`config.mk`:
```
export PLATFORM = sky130hd
export DESIGN_NAME = awmr_control
export DESIGN_NICKNAME = d
export VERILOG_FILES = /design/src/awmr_pkg.sv /design/src/awmr_control.sv
export SDC_FILE = /design/constraint.sdc
export NUM_CORES = 1
export LEC_CHECK = 0
export ABC_AREA = 1
export BUFFER_PORTS_ARGS = -buffer_cell sky130_fd_sc_hd__buf_2
export CORE_MARGIN = 2
export CORE_UTILIZATION = 37
export DETAILED_ROUTE_END_ITERATION = 10
export GPL_TIMING_DRIVEN = 0
export SLEW_MARGIN = 40
export SYNTH_ARGS = -nofsm -noshare
export SYNTH_HDL_FRONTEND = slang
export SYNTH_SLANG_ARGS = --single-unit
```
`constraint.sdc`:
```
create_clock -name sys_clk -period 2.55 [get_ports sys_clk]
set_input_delay 0.3825 -clock sys_clk [delete_from_list [all_inputs] [get_ports sys_clk]]
set_output_delay 0.3825 -clock sys_clk [all_outputs]
set_load 0.1 [all_outputs]
```
`src/awmr_pkg.sv`:
```
package awmr_pkg;
  // Register addresses in special-function register space
  localparam logic [7:0] ADDR_UPPER_LOW = 8'hC3;
  localparam logic [7:0] ADDR_UPPER_HIGH = 8'hC4;
  localparam logic [7:0] ADDR_LOWER_LOW = 8'hC5;
  localparam logic [7:0] ADDR_LOWER_HIGH = 8'hC6;
  localparam logic [7:0] ADDR_RESULT_LOW = 8'hBD;
  localparam logic [7:0] ADDR_RESULT_HIGH = 8'hBE;
  localparam logic [7:0] ADDR_POS_SEL = 8'hBB;
  localparam logic [7:0] ADDR_NEG_SEL = 8'hBA;
  localparam logic [7:0] ADDR_REF_CTRL = 8'hD1;
  localparam logic [7:0] ADDR_CONV_CTRL = 8'hE8;
  // Reset values
  localparam logic [7:0] RST_UPPER = 8'hFF;
  localparam logic [7:0] RST_LOWER = 8'h00;
  localparam logic [7:0] RST_SEL = 8'h00;
  localparam logic [7:0] RST_REF = 8'h00;
  // Field positions
  localparam int SEL_W = 6;
  localparam int REF_GAIN_BIT = 7;
  localparam int REF_OVR_BIT = 4;
  localparam int REF_SRC_BIT = 3;
  localparam int REF_TEMP_BIT = 2;
  localparam int REF_BIAS_BIT = 1;
  localparam int REF_DRIVE_BIT = 0;
  localparam int CTRL_WIN_BIT = 3;
  localparam logic [7:0] REF_WMASK = 8'h9F;
  // Input select codes
  localparam logic [5:0] POS_TEMP = 6'h1E;
  localparam logic [5:0] POS_SUPPLY = 6'h1F;
  localparam logic [5:0] NEG_REFPIN = 6'h1E;
  localparam logic [5:0] NEG_GROUND = 6'h1F;
  localparam logic [5:0] SEL_RSVD_MIN = 6'h23;
  // Reference source encoding
  typedef enum logic [1:0] {AWMR_REF_PIN, AWMR_REF_SUPPLY, AWMR_REF_REGULATOR} awmr_ref_t;
endpackage : awmr_pkg

```
`src/awmr_control.sv`:
```
`timescale 1ns/100ps
// Summary of operation
// Result is unsigned 10-bit, compared in window
// Inside window: greater-than < word < less-than
// Outside window: word below or above bounds
// Limit values alone choose inside or outside
// Lower-limit low byte read/write, resets zero
// Compare justified word once per conversion
// Positive select: temp 011110, supply 011111
// Negative select: refpin 011110, ground 011111
// Ground negative input means single-ended mode
// Select upper two bits read zero
// Source bit: 0 ref pin, 1 supply
// Override bit forces regulated supply reference
// Bias on by peripheral demand or force
// Reference buffer gain 1x or 2x
// Gain bit 0 is 2x, 1 is 1x
// Drive reference pin only when bit set
// Software clears drive bit when unused
module awmr_control
  import awmr_pkg::*;
(
  // Clock and reset
  input wire logic sys_clk,
  input wire logic rst,
  // Special-function register port
  input wire logic [7:0] sfr_addr,
  input wire logic sfr_wr,
  input wire logic sfr_rd,
  input wire logic [7:0] sfr_wdata,
  output logic [7:0] sfr_rdata,
  // Converter core
  input wire logic conv_done,
  input wire logic [9:0] conv_word,
  input wire logic left_justify,
  input wire logic bias_demand,
  // Window detector
  output logic window_match_flag,
  // Multiplexer and reference controls
  output logic [5:0] pos_sel_out,
  output logic [5:0] neg_sel_out,
  output logic pos_temp_sensor,
  output logic pos_supply,
  output logic pos_reserved,
  output logic neg_refpin,
  output logic neg_reserved,
  output logic single_ended,
  output awmr_ref_t ref_source,
  output logic bias_enable,
  output logic temp_sensor_enable,
  output logic ref_gain_2x,
  output logic ref_pin_drive
);

  // Justify the 10-bit word into the 16-bit result layout
  function automatic logic [15:0] justify(input logic [9:0] w, input logic lj);
    if (lj) begin
      justify = {w, 6'b00_0000};
    end else begin
      justify = {6'b00_0000, w};
    end
  endfunction : justify

  // Register state
  logic [7:0] upper_limit_high_byte, upper_limit_low_byte; // Greater-than pair
  logic [7:0] lower_limit_high_byte, lower_limit_low_byte; // Less-than pair
  logic [15:0] result; // Latest justified word
  logic [5:0] positive_input_select, negative_input_select;
  logic [7:0] reference_control;
  logic flag;
  // Next values
  logic [7:0] next_uh, next_ul, next_lh, next_ll, next_ref;
  logic [15:0] next_result;
  logic [5:0] next_pos, next_neg;
  logic next_flag;
  // Compare helpers
  logic [15:0] gt_lim, lt_lim, cur;
  logic inside_mode, hit;

  // Window decision for the completing conversion
  // Both limit pairs are compared as full 16-bit words, so a left-justified
  // word needs limits written in the same layout
  always_comb begin
    gt_lim = {upper_limit_high_byte, upper_limit_low_byte};
    lt_lim = {lower_limit_high_byte, lower_limit_low_byte};
    cur = justify(conv_word, left_justify);
    inside_mode = lt_lim > gt_lim;
    if (inside_mode) begin
      hit = (cur > gt_lim) && (cur < lt_lim);
    end else begin
      // Outside: below the lower bound or above the upper bound
      hit = (cur < lt_lim) || (cur > gt_lim);
    end
  end

  // Register next-state logic; flag set wins over a software clear
  always_comb begin
    next_uh = upper_limit_high_byte;
    next_ul = upper_limit_low_byte;
    next_lh = lower_limit_high_byte;
    next_ll = lower_limit_low_byte;
    next_ref = reference_control;
    next_pos = positive_input_select;
    next_neg = negative_input_select;
    next_result = result;
    next_flag = flag;
    // Software writes land first; a completing conversion below may then
    // override the flag so that a match is never lost to a clear
    if (sfr_wr) begin
      case (sfr_addr)
        ADDR_UPPER_HIGH: next_uh = sfr_wdata;
        ADDR_UPPER_LOW: next_ul = sfr_wdata;
        ADDR_LOWER_HIGH: next_lh = sfr_wdata;
        ADDR_LOWER_LOW: next_ll = sfr_wdata;
        ADDR_POS_SEL: next_pos = sfr_wdata[SEL_W-1:0];
        ADDR_NEG_SEL: next_neg = sfr_wdata[SEL_W-1:0];
        ADDR_REF_CTRL: next_ref = sfr_wdata & REF_WMASK;
        ADDR_CONV_CTRL: next_flag = sfr_wdata[CTRL_WIN_BIT];
        default: next_flag = flag;
      endcase
    end
    // The result is captured on every completion, hit or not
    // The flag is sticky: only software or reset takes it down again
    if (conv_done) begin
      next_result = justify(conv_word, left_justify);
      if (hit) begin
        next_flag = 1'b1;
      end
    end
  end

  // State registers
  // Reset is synchronous; limits come up as an outside window that never hits
  always_ff @(posedge sys_clk) begin
    if (rst) begin
      upper_limit_high_byte <= RST_UPPER;
      upper_limit_low_byte <= RST_UPPER;
      lower_limit_high_byte <= RST_LOWER;
      lower_limit_low_byte <= RST_LOWER;
      reference_control <= RST_REF;
      positive_input_select <= RST_SEL[SEL_W-1:0];
      negative_input_select <= RST_SEL[SEL_W-1:0];
      result <= 16'h0000;
      flag <= 1'b0;
    end else begin
      upper_limit_high_byte <= next_uh;
      upper_limit_low_byte <= next_ul;
      lower_limit_high_byte <= next_lh;
      lower_limit_low_byte <= next_ll;
      reference_control <= next_ref;
      positive_input_select <= next_pos;
      negative_input_select <= next_neg;
      result <= next_result;
      flag <= next_flag;
    end
  end

  // Read mux; unmapped addresses read zero
  // Reads have no side effects, so the read strobe is not needed here
  always_comb begin
    case (sfr_addr)
      ADDR_UPPER_HIGH: sfr_rdata = upper_limit_high_byte;
      ADDR_UPPER_LOW: sfr_rdata = upper_limit_low_byte;
      ADDR_LOWER_HIGH: sfr_rdata = lower_limit_high_byte;
      ADDR_LOWER_LOW: sfr_rdata = lower_limit_low_byte;
      ADDR_RESULT_HIGH: sfr_rdata = result[15:8];
      ADDR_RESULT_LOW: sfr_rdata = result[7:0];
      ADDR_POS_SEL: sfr_rdata = {2'b00, positive_input_select};
      ADDR_NEG_SEL: sfr_rdata = {2'b00, negative_input_select};
      ADDR_REF_CTRL: sfr_rdata = reference_control;
      ADDR_CONV_CTRL: sfr_rdata = {4'h0, flag, 3'b000};
      default: sfr_rdata = 8'h00;
    endcase
  end

  // Analog control decode
  // All outputs but bias_enable, which also takes bias_demand, follow the registers directly; the analog side sees a change
  // one cycle after the write, with no extra settling delay imposed here
  always_comb begin
    window_match_flag = flag;
    pos_sel_out = positive_input_select;
    neg_sel_out = negative_input_select;
    pos_temp_sensor = positive_input_select == POS_TEMP;
    pos_supply = positive_input_select == POS_SUPPLY;
    pos_reserved = positive_input_select >= SEL_RSVD_MIN;
    neg_refpin = negative_input_select == NEG_REFPIN;
    neg_reserved = negative_input_select >= SEL_RSVD_MIN;
    single_ended = negative_input_select == NEG_GROUND;
    if (reference_control[REF_OVR_BIT]) begin
      ref_source = AWMR_REF_REGULATOR;
    end else if (reference_control[REF_SRC_BIT]) begin
      ref_source = AWMR_REF_SUPPLY;
    end else begin
      ref_source = AWMR_REF_PIN;
    end
    bias_enable = bias_demand | reference_control[REF_BIAS_BIT];
    temp_sensor_enable = reference_control[REF_TEMP_BIT];
    ref_gain_2x = ~reference_control[REF_GAIN_BIT];
    ref_pin_drive = reference_control[REF_DRIVE_BIT];
  end

  // Checks
  // Window checks look at the cycle after a completion, when the flag has
  // had its one chance to be set; software writes are excluded where they
  // could mask the result
  inside_set_a: assert property (@(posedge sys_clk) disable iff (rst)
    conv_done && inside_mode && hit |=> window_match_flag)
    else $error("inside window hit lost");
  outside_set_a: assert property (@(posedge sys_clk) disable iff (rst)
    conv_done && !inside_mode && hit |=> window_match_flag)
    else $error("outside window hit lost");
  mode_pick_a: assert property (@(posedge sys_clk) disable iff (rst)
    conv_done && lt_lim > gt_lim && cur <= gt_lim && !flag && !sfr_wr |=> !flag)
    else $error("inside mode flagged low word");
  flag_hold_a: assert property (@(posedge sys_clk) disable iff (rst)
    !conv_done && !(sfr_wr && sfr_addr == ADDR_CONV_CTRL) |=> $stable(flag))
    else $error("flag changed without cause");
  sel_zero_a: assert property (@(posedge sys_clk) disable iff (rst)
    sfr_addr == ADDR_POS_SEL |-> sfr_rdata[7:6] == 2'b00)
    else $error("select upper bits not zero");
  single_end_a: assert property (@(posedge sys_clk) disable iff (rst)
    sfr_wr && sfr_addr == ADDR_NEG_SEL && sfr_wdata[5:0] == NEG_GROUND |=> single_ended)
    else $error("ground select not single ended");
  ref_ovr_a: assert property (@(posedge sys_clk) disable iff (rst)
    reference_control[REF_OVR_BIT] |-> ref_source == AWMR_REF_REGULATOR)
    else $error("override ignored");
  bias_on_a: assert property (@(posedge sys_clk) disable iff (rst)
    bias_demand |-> bias_enable)
    else $error("bias not on");
  gain_pol_a: assert property (@(posedge sys_clk) disable iff (rst)
    sfr_wr && sfr_addr == ADDR_REF_CTRL |=> ref_gain_2x == !$past(sfr_wdata[REF_GAIN_BIT]))
    else $error("gain polarity wrong");
  drive_a: assert property (@(posedge sys_clk) disable iff (rst)
    sfr_wr && sfr_addr == ADDR_REF_CTRL |=> ref_pin_drive == $past(sfr_wdata[REF_DRIVE_BIT]))
    else $error("drive bit wrong");
  lower_rst_a: assert property (@(posedge sys_clk)
    $past(rst) |-> lower_limit_low_byte == 8'h00)
    else $error("lower low byte not reset");

  // A word on or above the less-than bound must not raise the flag inside a window
  inside_miss_a: assert property (@(posedge sys_clk) disable iff (rst)
    conv_done && inside_mode && cur >= lt_lim && !flag && !sfr_wr |=> !flag)
    else $error("inside window miss flagged");
  // A word between the bounds must not raise the flag outside a window
  outside_miss_a: assert property (@(posedge sys_clk) disable iff (rst)
    conv_done && !inside_mode && cur >= lt_lim && cur <= gt_lim && !flag && !sfr_wr |=> !flag)
    else $error("outside window miss flagged");
  // The captured result is the justified word of the completion
  result_load_a: assert property (@(posedge sys_clk) disable iff (rst)
    conv_done |=> result == $past(cur))
    else $error("result not captured");
  // Software clear takes the flag down when no conversion completes
  flag_clear_a: assert property (@(posedge sys_clk) disable iff (rst)
    sfr_wr && sfr_addr == ADDR_CONV_CTRL && !sfr_wdata[CTRL_WIN_BIT] && !conv_done |=> !flag)
    else $error("flag clear ignored");
  // A hit in the same cycle as a clear still leaves the flag set
  set_wins_a: assert property (@(posedge sys_clk) disable iff (rst)
    sfr_wr && sfr_addr == ADDR_CONV_CTRL && conv_done && hit |=> window_match_flag)
    else $error("clear beat a hit");
  // Lower-limit low byte takes the written value
  lower_write_a: assert property (@(posedge sys_clk) disable iff (rst)
    sfr_wr && sfr_addr == ADDR_LOWER_LOW |=> lower_limit_low_byte == $past(sfr_wdata))
    else $error("lower low byte write lost");
  // Temperature sensor code reaches its decode
  pos_temp_a: assert property (@(posedge sys_clk) disable iff (rst)
    sfr_wr && sfr_addr == ADDR_POS_SEL && sfr_wdata[5:0] == POS_TEMP |=> pos_temp_sensor)
    else $error("temp sensor select lost");
  // Reference pin code reaches its decode
  neg_ref_a: assert property (@(posedge sys_clk) disable iff (rst)
    sfr_wr && sfr_addr == ADDR_NEG_SEL && sfr_wdata[5:0] == NEG_REFPIN |=> neg_refpin)
    else $error("ref pin select lost");
  // Negative select keeps the low six bits of a write only
  sel_mask_a: assert property (@(posedge sys_clk) disable iff (rst)
    sfr_wr && sfr_addr == ADDR_NEG_SEL |=> neg_sel_out == $past(sfr_wdata[5:0]))
    else $error("negative select write wrong");
  // Source bit clear with no override picks the reference pin
  src_pin_a: assert property (@(posedge sys_clk) disable iff (rst)
    !reference_control[REF_OVR_BIT] && !reference_control[REF_SRC_BIT] |-> ref_source == AWMR_REF_PIN)
    else $error("pin source not chosen");
  // Source bit set with no override picks the supply
  src_supply_a: assert property (@(posedge sys_clk) disable iff (rst)
    !reference_control[REF_OVR_BIT] && reference_control[REF_SRC_BIT] |-> ref_source == AWMR_REF_SUPPLY)
    else $error("supply source not chosen");
  // Force bit alone turns the bias generator on
  bias_force_a: assert property (@(posedge sys_clk) disable iff (rst)
    reference_control[REF_BIAS_BIT] |-> bias_enable)
    else $error("bias force ignored");

  inside_cov: cover property (@(posedge sys_clk) conv_done && inside_mode && hit);
  outside_cov: cover property (@(posedge sys_clk) conv_done && !inside_mode && hit);
  regulator_cov: cover property (@(posedge sys_clk) ref_source == AWMR_REF_REGULATOR);
  diff_cov: cover property (@(posedge sys_clk) !single_ended && conv_done);
  // Left-justified words still reach a hit
  left_cov: cover property (@(posedge sys_clk) conv_done && left_justify && hit);

endmodule : awmr_control

```
Word level (Yosys, flattened, before mapping) --
Cells that the tools add are included.
Operators by class: reductions and logical operators 9, mux-type cells 9, eq/ne operators 14, bitwise operators 2, $lt $le $gt $ge 5
Operators by type and width (number):
- 8-bit == test (second input constant) | 10
- 8-bit case mux with 10 select lines | 1
- 16-bit greater-than comparator | 2
- 6-bit by 5-bit == test with 1-bit output (second input constant) | 4
- 16-bit < comparator | 1
- 16-bit two-way mux | 1
- 2-bit AND reduction | 7
- 6-bit >= comparator (second input constant) | 2
- 1-bit two-way mux | 6
- 2-bit two-way mux | 1
- 1-bit logical AND | 1
- 1-bit logical OR | 1
- 1-bit NOT | 1
- 1-bit bitwise OR | 1
Word-level totals: output and inout bits 33, flip-flop bits (word level) 67, bits of input ports 33, word-level logic and storage cells 48

Logic depth before layout (Yosys ltp) --
Gate-level depths: netlist of the first run.
depth after elaboration 6, depth in mapped cells 17, gate-level depth less buffers 16

Worst setup path after synthesis of the first run --
OpenSTA, ideal clock, no wires.
path type register -> output, start register positive_input_select[1] (netlist: pos_sel_out[1]), end output port pos_temp_sensor, required time 2168 ps, cell stages (with the launch flop) 3, setup slack -1899 ps, arrival time 4066 ps, buffers on the path 0, path through dfxtp_1 > inv_1 > nor4_1
Between the ends: word-level cells in the longest chain between the ends 1
RTL lines:
- from (decl) | line awmr_control.sv:68 | logic [5:0] positive_input_select, negative_input_select;
- from (signal assigned) | line awmr_control.sv:141 | positive_input_select <= RST_SEL[SEL_W-1:0];
- from (signal assigned) | line awmr_control.sv:151 | positive_input_select <= next_pos;
- 6-bit by 5-bit == test with 1-bit output | line awmr_control.sv:183 | pos_temp_sensor = positive_input_select == POS_TEMP;
- to (decl) | line awmr_control.sv:42 | output logic pos_temp_sensor,
No other way between the ends.

Worst setup path in the final report of the first run --
start input port sfr_addr[5], end output port sfr_rdata[3]
Between the ends: word-level cells in the longest chain between the ends 2, elaborated cells on any way between the ends 11, classes of those cells eq/ne (10); mux (1)
RTL lines:
- from (decl) | line awmr_control.sv:27 | input wire logic [7:0] sfr_addr,
- 8-bit == test | line awmr_control.sv:161 | case (sfr_addr)
- 8-bit case mux with 10 select lines (*) | line awmr_control.sv:161
- to (decl) | line awmr_control.sv:31 | output logic [7:0] sfr_rdata,
Mark *: on every way between the ends. The rest lies on a longest branch, timed or not.

==> results.sh, run 1 <==
export IMPL_syn_nets=681
export IMPL_cts_tree="done"
export IMPL_crit_path_start_kind="primary input"
export IMPL_worstSkewPairLatency_ns=0.34
export IMPL_grt_max_degree=14
export IMPL_final_area_mm2=0.00515
export IMPL_irDropWorstVdd_v=0.000242
export IMPL_worst_path_largest_cell_delay_ns=0.46
export IMPL_antenna_found_initial=0
export IMPL_num_rows=39
export IMPL_num_vias=4381
export IMPL_path_clk_slew_ns=0.06
export IMPL_dieHeight_um=111
export IMPL_slowest_stage="a221oi_1"
export IMPL_start_util_pct=37.4
export IMPL_seq_area_frac_synth_pct=31.7
export IMPL_synth_edf_count=0
export IMPL_nets=754
export IMPL_period_share_pct=99.0
export IMPL_cp_max_fo=6
export IMPL_wl_um=14200
export IMPL_syn2layout_area_growth_pct=21.4
export IMPL_ys_flop_type="dfxtp_1"
export IMPL_finalPower_mw=2.74
export IMPL_yosysWarnings=0
export IMPL_power_density_mw_per_mm2=532
export IMPL_grt_pass1_vias=4291
export IMPL_setup_worst_path_end_class="output pin"
export IMPL_place_area_mm2=0.00477
export IMPL_finalSetupViolCount=0
export IMPL_dp_cells=809
export IMPL_viasPerCell=5.31
export IMPL_cpLargestDelayFamily="buffers and inverters"
export IMPL_hp_class="in -> reg"
export IMPL_yosys_area_top_type="dfxtp_1"
export IMPL_n_antenna_cell=0
export IMPL_io_buffers=62
export IMPL_track_usage_pct=23.5
export IMPL_fin_util_pct=45.5
export IMPL_min_period_ns=2.52
export IMPL_fin_cells=825
export IMPL_crit_type="in -> out"
export IMPL_ant_nets=0
export IMPL_holdWs_ns=0.350
export IMPL_status="finished clean"
export IMPL_root_buffer="clkbuf_16"
export IMPL_cap_violations=0
export IMPL_fp_dieW_um=111
export IMPL_synth_area_mm2=0.00424
export IMPL_synth_top_area_share_pct=31.7
export IMPL_drc=0
export IMPL_io_pin_count=66
export IMPL_ys_ff_latch=67
export IMPL_avgRoutedWirePerCell_um=17.3
export IMPL_async_reset_ff_share_pct=0
export IMPL_max_freq_mhz=396
export IMPL_relSlewSlack_pct=60.7
export IMPL_cts_sink_count=67
export IMPL_netlist_instances=604
export IMPL_cp_cell_sequence="buf_2 -> inv_1 -> nor2_1 -> nand3_1 -> inv_2 -> nand2_1 -> inv_1 -> a221oi_1 -> nand4_1 -> clkbuf_4"
export IMPL_grt_ovfl_total=0
export IMPL_arrival_ns=2.14
export IMPL_tightest_slew_ns=0.590
export IMPL_hpwlAfterDp_um=11400
export IMPL_skew_ns=0.00321
export IMPL_dieArea_mm2=0.0123
export IMPL_rsz0062_at_grt="false"
export IMPL_cp_common_cell="inv_1"
export IMPL_synth_distinct_cells=36
export IMPL_slew_viol_final=0
export IMPL_core_mm2=0.0113
export IMPL_crit_buf_inv=5
export IMPL_required_ns=2.17
export IMPL_gpl_final_weighted_congestion=1.03
export IMPL_p_leak_nw=2.59
export IMPL_avgSynthCellArea_um2=7.02
export IMPL_initialDrtViolationCount=274
export IMPL_drive_gt1_share_pct=16.6
export IMPL_drt_first_pass_iters=5
export IMPL_synth_area_leaders="dfxtp_1 (32%), ha_1 (13%), nand2_1 (9.1%)"
export IMPL_htreeDepth=3
export IMPL_clk_path_buf_depth=2
export IMPL_hold_violations=0
export IMPL_grt_pass1_wl_um=22600
export IMPL_numCtsBuffers=9
## sequential cells by signal, summed over array words and instances, names as in the netlist
name                   cells
lower_limit_high_byte      8
upper_limit_low_byte       8
window_match_flag          1
neg_sel_out                6
result                    16
reference_control          6
upper_limit_high_byte      8
lower_limit_low_byte       8
pos_sel_out                6
## through the flow
| stage | worst slack (ns) | setup TNS [ns] |
|---|---|---|
| detailed placement | 0.00808 | 0 |
| global placement | 0.0148 | 0 |
| global route | 0.00145 | 0 |
| floorplan | -0.427 | -1.48 |
| CTS | 0.0125 | 0 |
| finish | 0.0260 | 0 |
## report_power, final
part	internal, mW	total (mW)	switching, mW
Sequential	1.07	1.08	0.0139
Combinational	0.0833	0.288	0.204
Clock	0.864	1.37	0.507
## cell usage after synthesis, types with 2 or more instances
cell         n
inv_1       92
clkbuf_1    12
nand2_2      2
nor2_1      46
nor3_1       4
a21oi_1     74
a221oi_1     5
nand3_1     21
nand2_1    103
nor3_4       2
dfxtp_1     67
inv_2        4
o22ai_1     15
ha_1        44
nand4_1     16
o211ai_1     2
nor2_2       2
o21ai_0     58
o21ai_2      2
o2111ai_1    3
nor2_4       2
nand3b_1     2
buf_2        5
a211oi_1     9
## logic make-up after synthesis
family | Yosys count | synth area share, %
buffers and inverters | 116 | 10.8
flip-flops | 67 | 31.7
AO/OA/AOI/OAI | 172 | 22.6
AND/OR/NAND/NOR | 205 | 21.9
adder cells (fa/ha/maj) | 44 | 13.0
## path summary, 6_finish.rpt
kind / from / to / slack [ns] / cells past startpoint
worst max register to register: upper_limit_low_byte[5] / window_match_flag / 0.54 / 12
worst max-delay path: sfr_addr[5] / sfr_rdata[3] / 0.03 / 10
worst min register to register: upper_limit_high_byte[6] / upper_limit_high_byte[6] / 0.46 / 2
worst min-delay path: conv_word[4] / result[10] / 0.35 / 3
## cell type report
cell class / instances / area [um2]
Clock buffer: 9 / 225
Inverter: 97 / 367
Clock inverter: 7 / 100
Buffer: 19 / 92.6
Timing Repair Buffer: 62 / 325
Tap cell: 143 / 179
Fill cell: 1174 / 6170
Sequential cell: 67 / 1340
Multi-Input combinational cell: 421 / 2520
## placed cells by master (no fill, tap or decap), types with 2 or more instances in the layout
cell and n:
a211oi_1 9, a21oi_1 74, a221oi_1 2, a221oi_2 3, buf_2 61, buf_4 2
bufinv_16 2, clkbuf_1 12, clkbuf_16 9, clkbuf_4 5, clkinv_4 2, dfxtp_1 67
ha_1 44, inv_1 92, inv_2 4, inv_6 2, nand2_1 102, nand2_2 3
nand3_1 21, nand3b_1 2, nand4_1 16, nor2_1 45, nor2_2 3, nor2_4 2
nor3_4 5, o2111ai_1 3, o211ai_1 2, o21ai_0 58, o21ai_2 2, o22ai_1 15
## timing repair
item,4_1_cts,5_1_grt
setup endpoints to repair,0,8
buffers inserted,0,0
resized for setup,0,13
hold buffers,0,0
## metal layers
layer	track usage (%)	vias up	share of wire [%]
li1	-	2197	-
met1	31.9	2015	46
met2	37.3	136	46
met3	3.61	33	5.2
met4	9.96	0	2.9
met5	0	-	0
## worst reg2reg max path, stage by stage, from the launching register on
cell and delay (ns):
dfxtp_1 0.35, inv_1 0.11, ha_1 0.32, nand2_1 0.06, nor2_1 0.17, nand4_1 0.15
nor3_1 0.18, inv_1 0.06, nand2_1 0.10, inv_1 0.05, a21oi_1 0.15, nand2_1 0.11
a21oi_1 0.14
Power figures use the tool's default switching activity.
==> run 2: changes to the inputs <==
==> constraint.sdc (replaced) <==
create_clock -name sys_clk -period 2.55 [get_ports sys_clk]
set_input_delay 0.51 -clock sys_clk [delete_from_list [all_inputs] [get_ports sys_clk]]
set_output_delay 0.51 -clock sys_clk [all_outputs]
set_load 0.1 [all_outputs]
==> results.sh, run 2 (synthesized netlist as in run 1, its figures left out) <==
export IMPL_antenna_found_initial=0
export IMPL_num_vias=4434
export IMPL_htreeDepth=3
export IMPL_final_cell_mix="nand2_1 (99), inv_1 (91), a21oi_1 (74)"
export IMPL_ant_nets=0
export IMPL_arrival_ns=1.99
export IMPL_syn2layout_area_growth_pct=26.3
export IMPL_clk_path_buf_depth=2
export IMPL_dieHeight_um=111
export IMPL_skew_ns=0.00116
export IMPL_drive_gt1_share_pct=19.6
export IMPL_cap_violations=0
export IMPL_worstSkewPairLatency_ns=0.33
export IMPL_setup_ws_ns=0.0504
export IMPL_io_pin_count=66
export IMPL_avgRoutedWirePerCell_um=17.3
export IMPL_track_usage_pct=22.9
export IMPL_final_area_mm2=0.00535
export IMPL_path_clk_slew_ns=0.05
export IMPL_gpl_final_weighted_congestion=1.00
export IMPL_rr_endpoint="window_match_flag"
export IMPL_drc=0
export IMPL_hp_class="reg -> reg"
export IMPL_finalSetupViolCount=0
export IMPL_crit_path_start_kind="primary input"
export IMPL_setup_worst_path_end_class="output pin"
export IMPL_min_path_cells=2
export IMPL_start_util_pct=37.4
export IMPL_hpwlAfterDp_um=11200
export IMPL_required_ns=2.04
export IMPL_fillers=1131
export IMPL_tightest_slew_ns=0.651
export IMPL_slew_viol_final=0
export IMPL_reg2regPathDepth=12
export IMPL_min_to="upper_limit_high_byte[6]"
export IMPL_final_setup_tns_ns=0
export IMPL_largest_reg_flops=16
export IMPL_regToRegSetupSlack_ns=0.52
export IMPL_numCtsBuffers=9
export IMPL_viasPerCell=5.37
export IMPL_io_buffers=62
export IMPL_power_density_mw_per_mm2=528
export IMPL_grt_pass1_wl_um=21700
export IMPL_place_area_mm2=0.00482
export IMPL_core_mm2=0.0113
export IMPL_drt_first_pass_iters=7
export IMPL_period_share_pct=98.0
export IMPL_busiest_layer="met2"
export IMPL_grt_pass1_vias=4113
export IMPL_fin_util_pct=47.3
export IMPL_max_freq_mhz=400
export IMPL_grt_use_met3_pct=3.55
export IMPL_grt_max_degree=12
export IMPL_n_antenna_cell=0
export IMPL_hold_start="upper_limit_high_byte[6]"
export IMPL_grt_util_met1_pct=30.3
export IMPL_postCtsHoldBufs=0
export IMPL_relSlewSlack_pct=56.6
export IMPL_cts_tree="done"
export IMPL_met2_usage_pct=37.8
export IMPL_root_buffer="clkbuf_16"
export IMPL_cts_sink_count=67
export IMPL_num_rows=39
export IMPL_p_leak_nw=2.64
export IMPL_worstReg2RegStart="upper_limit_low_byte[7]"
export IMPL_irDropWorstVdd_v=0.000332
export IMPL_nets=755
export IMPL_hold_violations=0
export IMPL_top_register="result"
export IMPL_cp_max_fo=8
export IMPL_place_ws_ns=-0.260
export IMPL_status="finished clean"
export IMPL_min_period_ns=2.50
export IMPL_grt_ovfl_total=0
export IMPL_crit_type="in -> out"
export IMPL_layout_commonest_cell="nand2_1"
export IMPL_wl_um=14300
export IMPL_fp_dieW_um=111
export IMPL_initialDrtViolationCount=408
export IMPL_dieArea_mm2=0.0123
run 2: layout make-up:
class,instances,area (um2),share of cell area [%]
Inverter,97,369,6.90
Buffer,19,95.1,1.78
Sequential cell,67,1350,25.3
Timing Repair Buffer,63,400,7.48
Clock inverter,4,97.6,1.82
Multi-Input combinational cell,421,2610,48.8
Clock buffer,12,246,4.60
Tap cell,143,179,3.34
run 2: layer usage:
layer | vias to the layer above | share of wire [%]
met5 | - | 0
met4 | 0 | 2.5
met3 | 33 | 5.6
met2 | 164 | 48
met1 | 2038 | 44
li1 | 2199 | -
run 2: timing repair:
item / in CTS / in global routing
pin swaps: 1 / 1
setup buffers: 1 / 0
resized for setup: 15 / 24
endpoints found under the setup margin: 8 / 8
run 2: through the flow:
| stage | power [mW] | hold WS (ns) | std cells |
|---|---|---|---|
| floorplan | 1.28 | 0.429 | 604 |
| global placement | 1.38 | 0.443 | 809 |
| detailed placement | 1.38 | 0.444 | 809 |
| CTS | 2.82 | 0.458 | 826 |
| global route | 2.90 | 0.488 | 826 |
| finish | 2.82 | 0.456 | 826 |
run 2: how the worst max path moves through the flow:
stage	start	end	depth (start not counted)
after global routing	sfr_addr[7]	sfr_rdata[4]	10
after floorplan	sfr_addr[7]	sfr_rdata[0]	8
after CTS	sfr_addr[5]	sfr_rdata[4]	10
after detailed placement	sfr_addr[5]	sfr_rdata[4]	8
final	sfr_addr[7]	sfr_rdata[4]	10
after global placement	sfr_addr[5]	sfr_rdata[4]	8
run 2: power by group:
group          switching (mW)  internal [mW]  leakage, nW
logic                   0.207         0.0865         1.93
clock network           0.464          0.982        0.163
registers              0.0167           1.07        0.549
run 2: critical path, cell delays in order:
cell and delay [ns]:
buf_2 0.11, nand2_1 0.07, inv_2 0.05, nand2_2 0.07
nor2_4 0.05, nand2_1 0.21, o22ai_1 0.18, a221oi_4 0.26
nand4_1 0.23, buf_8 0.24
==> run 3: changes to the inputs <==
BUFFER_PORTS_ARGS = not set   (was -buffer_cell sky130_fd_sc_hd__buf_2)
CORE_UTILIZATION = 50   (was 37)
DONT_BUFFER_PORTS = 1   (was not set)
==> results.sh, run 3 (synthesized netlist as in run 1, its figures left out) <==
export IMPL_antenna_found_initial=0
export IMPL_rsz0062_at_grt="true"
export IMPL_required_ns=2.04
export IMPL_worst_path_largest_cell_delay_ns=0.51
export IMPL_hpwlAfterDp_um=11100
export IMPL_viasPerCell=5.76
export IMPL_grt_ovfl_total=0
export IMPL_start_util_pct=51.6
export IMPL_root_buffer="clkbuf_8"
export IMPL_nets=704
export IMPL_num_rows=33
export IMPL_path_clk_slew_ns=0.08
export IMPL_dieHeight_um=96.1
export IMPL_dp_cells=716
export IMPL_fin_cells=737
export IMPL_fp_dieW_um=96.1
export IMPL_core_mm2=0.00822
export IMPL_drt_first_pass_iters=5
export IMPL_clk_path_buf_depth=2
export IMPL_largest_reg_flops=16
export IMPL_num_vias=4248
export IMPL_cp_common_cell="nand2_2"
export IMPL_numCtsBuffers=9
export IMPL_period_share_pct=99.0
export IMPL_dieArea_mm2=0.00923
export IMPL_n_antenna_cell=0
export IMPL_worstSkewPairLatency_ns=0.36
export IMPL_cap_violations=0
export IMPL_cp_cell_sequence="nand2_1 -> inv_2 -> nand2_2 -> nor2_4 -> buf_4 -> nand2_2 -> o22ai_1 -> a211oi_1 -> o2111ai_4"
export IMPL_relSlewSlack_pct=43.4
export IMPL_final_cell_mix="nand2_1 (101), inv_1 (88), a21oi_1 (74)"
export IMPL_fin_util_pct=60.1
export IMPL_max_freq_mhz=396
export IMPL_track_usage_pct=31.3
export IMPL_hp_class="in -> reg"
export IMPL_hold_violations=0
export IMPL_grt_max_degree=13
export IMPL_crit_path_start_kind="primary input"
export IMPL_skew_ns=0.00748
export IMPL_p_leak_nw=2.33
export IMPL_slowest_stage="o2111ai_4"
export IMPL_irDropWorstVdd_v=0.000283
export IMPL_grt_pass1_wl_um=20900
export IMPL_min_period_ns=2.52
export IMPL_power_density_mw_per_mm2=437
export IMPL_place_ws_ns=-0.0431
export IMPL_arrival_ns=2.01
export IMPL_wl_um=14100
export IMPL_tightest_slew_ns=0.848
export IMPL_layout_commonest_cell="nand2_1"
export IMPL_cp_max_fo=8
export IMPL_setup_ws_ns=0.0262
export IMPL_crit_type="in -> out"
export IMPL_cts_tree="done"
export IMPL_io_buffers=0
export IMPL_drc=0
export IMPL_io_pin_count=66
export IMPL_slew_viol_final=0
export IMPL_cts_sink_count=67
export IMPL_status="finished clean"
export IMPL_htreeDepth=3
export IMPL_syn2layout_area_growth_pct=16.4
export IMPL_avgRoutedWirePerCell_um=19.2
export IMPL_gpl_final_weighted_congestion=0.901
export IMPL_drive_gt1_share_pct=14.1
export IMPL_setup_worst_path_end_class="output pin"
export IMPL_finalPower_mw=2.16
export IMPL_finalSetupViolCount=0
export IMPL_ant_nets=0
export IMPL_top_register="result"
export IMPL_initialDrtViolationCount=287
export IMPL_grt_pass1_vias=3827
## run 3: final timing paths
kind,startpoint,depth (start not counted),to,slack [ns]
hold reg to reg,upper_limit_high_byte[2],2,upper_limit_high_byte[2],0.46
setup / recovery,sfr_addr[7],9,sfr_rdata[0],0.03
setup reg to reg,upper_limit_low_byte[5],12,window_match_flag,0.45
hold / removal,sfr_wdata[6],2,upper_limit_low_byte[6],0.28
## run 3: what timing repair did
item	CTS	global route
pin swaps	1	6
setup buffers	0	5
resized for setup	5	4
endpoints found under the setup margin	6	5
hold buffers	0	0
## run 3: metal layers
layer / vias up / share of wire [%] / global-route usage, %
met3: 24 / 8.5 / 6.89
met4: 0 / 2.0 / 8.69
li1: 2088 / - / -
met1: 2000 / 43 / 43.0
met5: - / 0 / 0
met2: 136 / 46 / 49.2
## run 3: critical path, delay by kind of cell
kind | cells | cell delay (ns)
AOI/OAI and AO/OA | 3 | 0.98
and+or+nand+nor | 4 | 0.34
buffers and inverters | 2 | 0.18
## run 3: layout make-up
class / count / area, um2
buffer: 19 / 92.6
clock buffer: 10 / 138
clock inverter: 6 / 40.0
fill: 821 / 3280
inverter: 97 / 374
multi-input combinational: 421 / 2610
sequential: 67 / 1360
tap: 105 / 131
timing repair buffer: 12 / 193
## run 3: stage by stage
step / hold slack, ns / setup TNS (ns) / cell area (um2)
final: 0.282 / 0 / 4930
after global routing: 0.273 / -0.0683 / 4930
after CTS: 0.283 / 0 / 4870
after detailed placement: 0.448 / -0.133 / 4680
after global placement: 0.439 / -2.82 / 4460
after floorplan: 0.429 / -0.557 / 4330
## run 3: power breakdown
part | leakage (nW) | switching [mW] | internal [mW] | total, mW
clock | 0.0924 | 0.457 | 0.379 | 0.837
combinational | 1.69 | 0.157 | 0.0693 | 0.227
sequential | 0.552 | 0.0291 | 1.07 | 1.09
total | 2.33 | 0.644 | 1.51 | 2.16
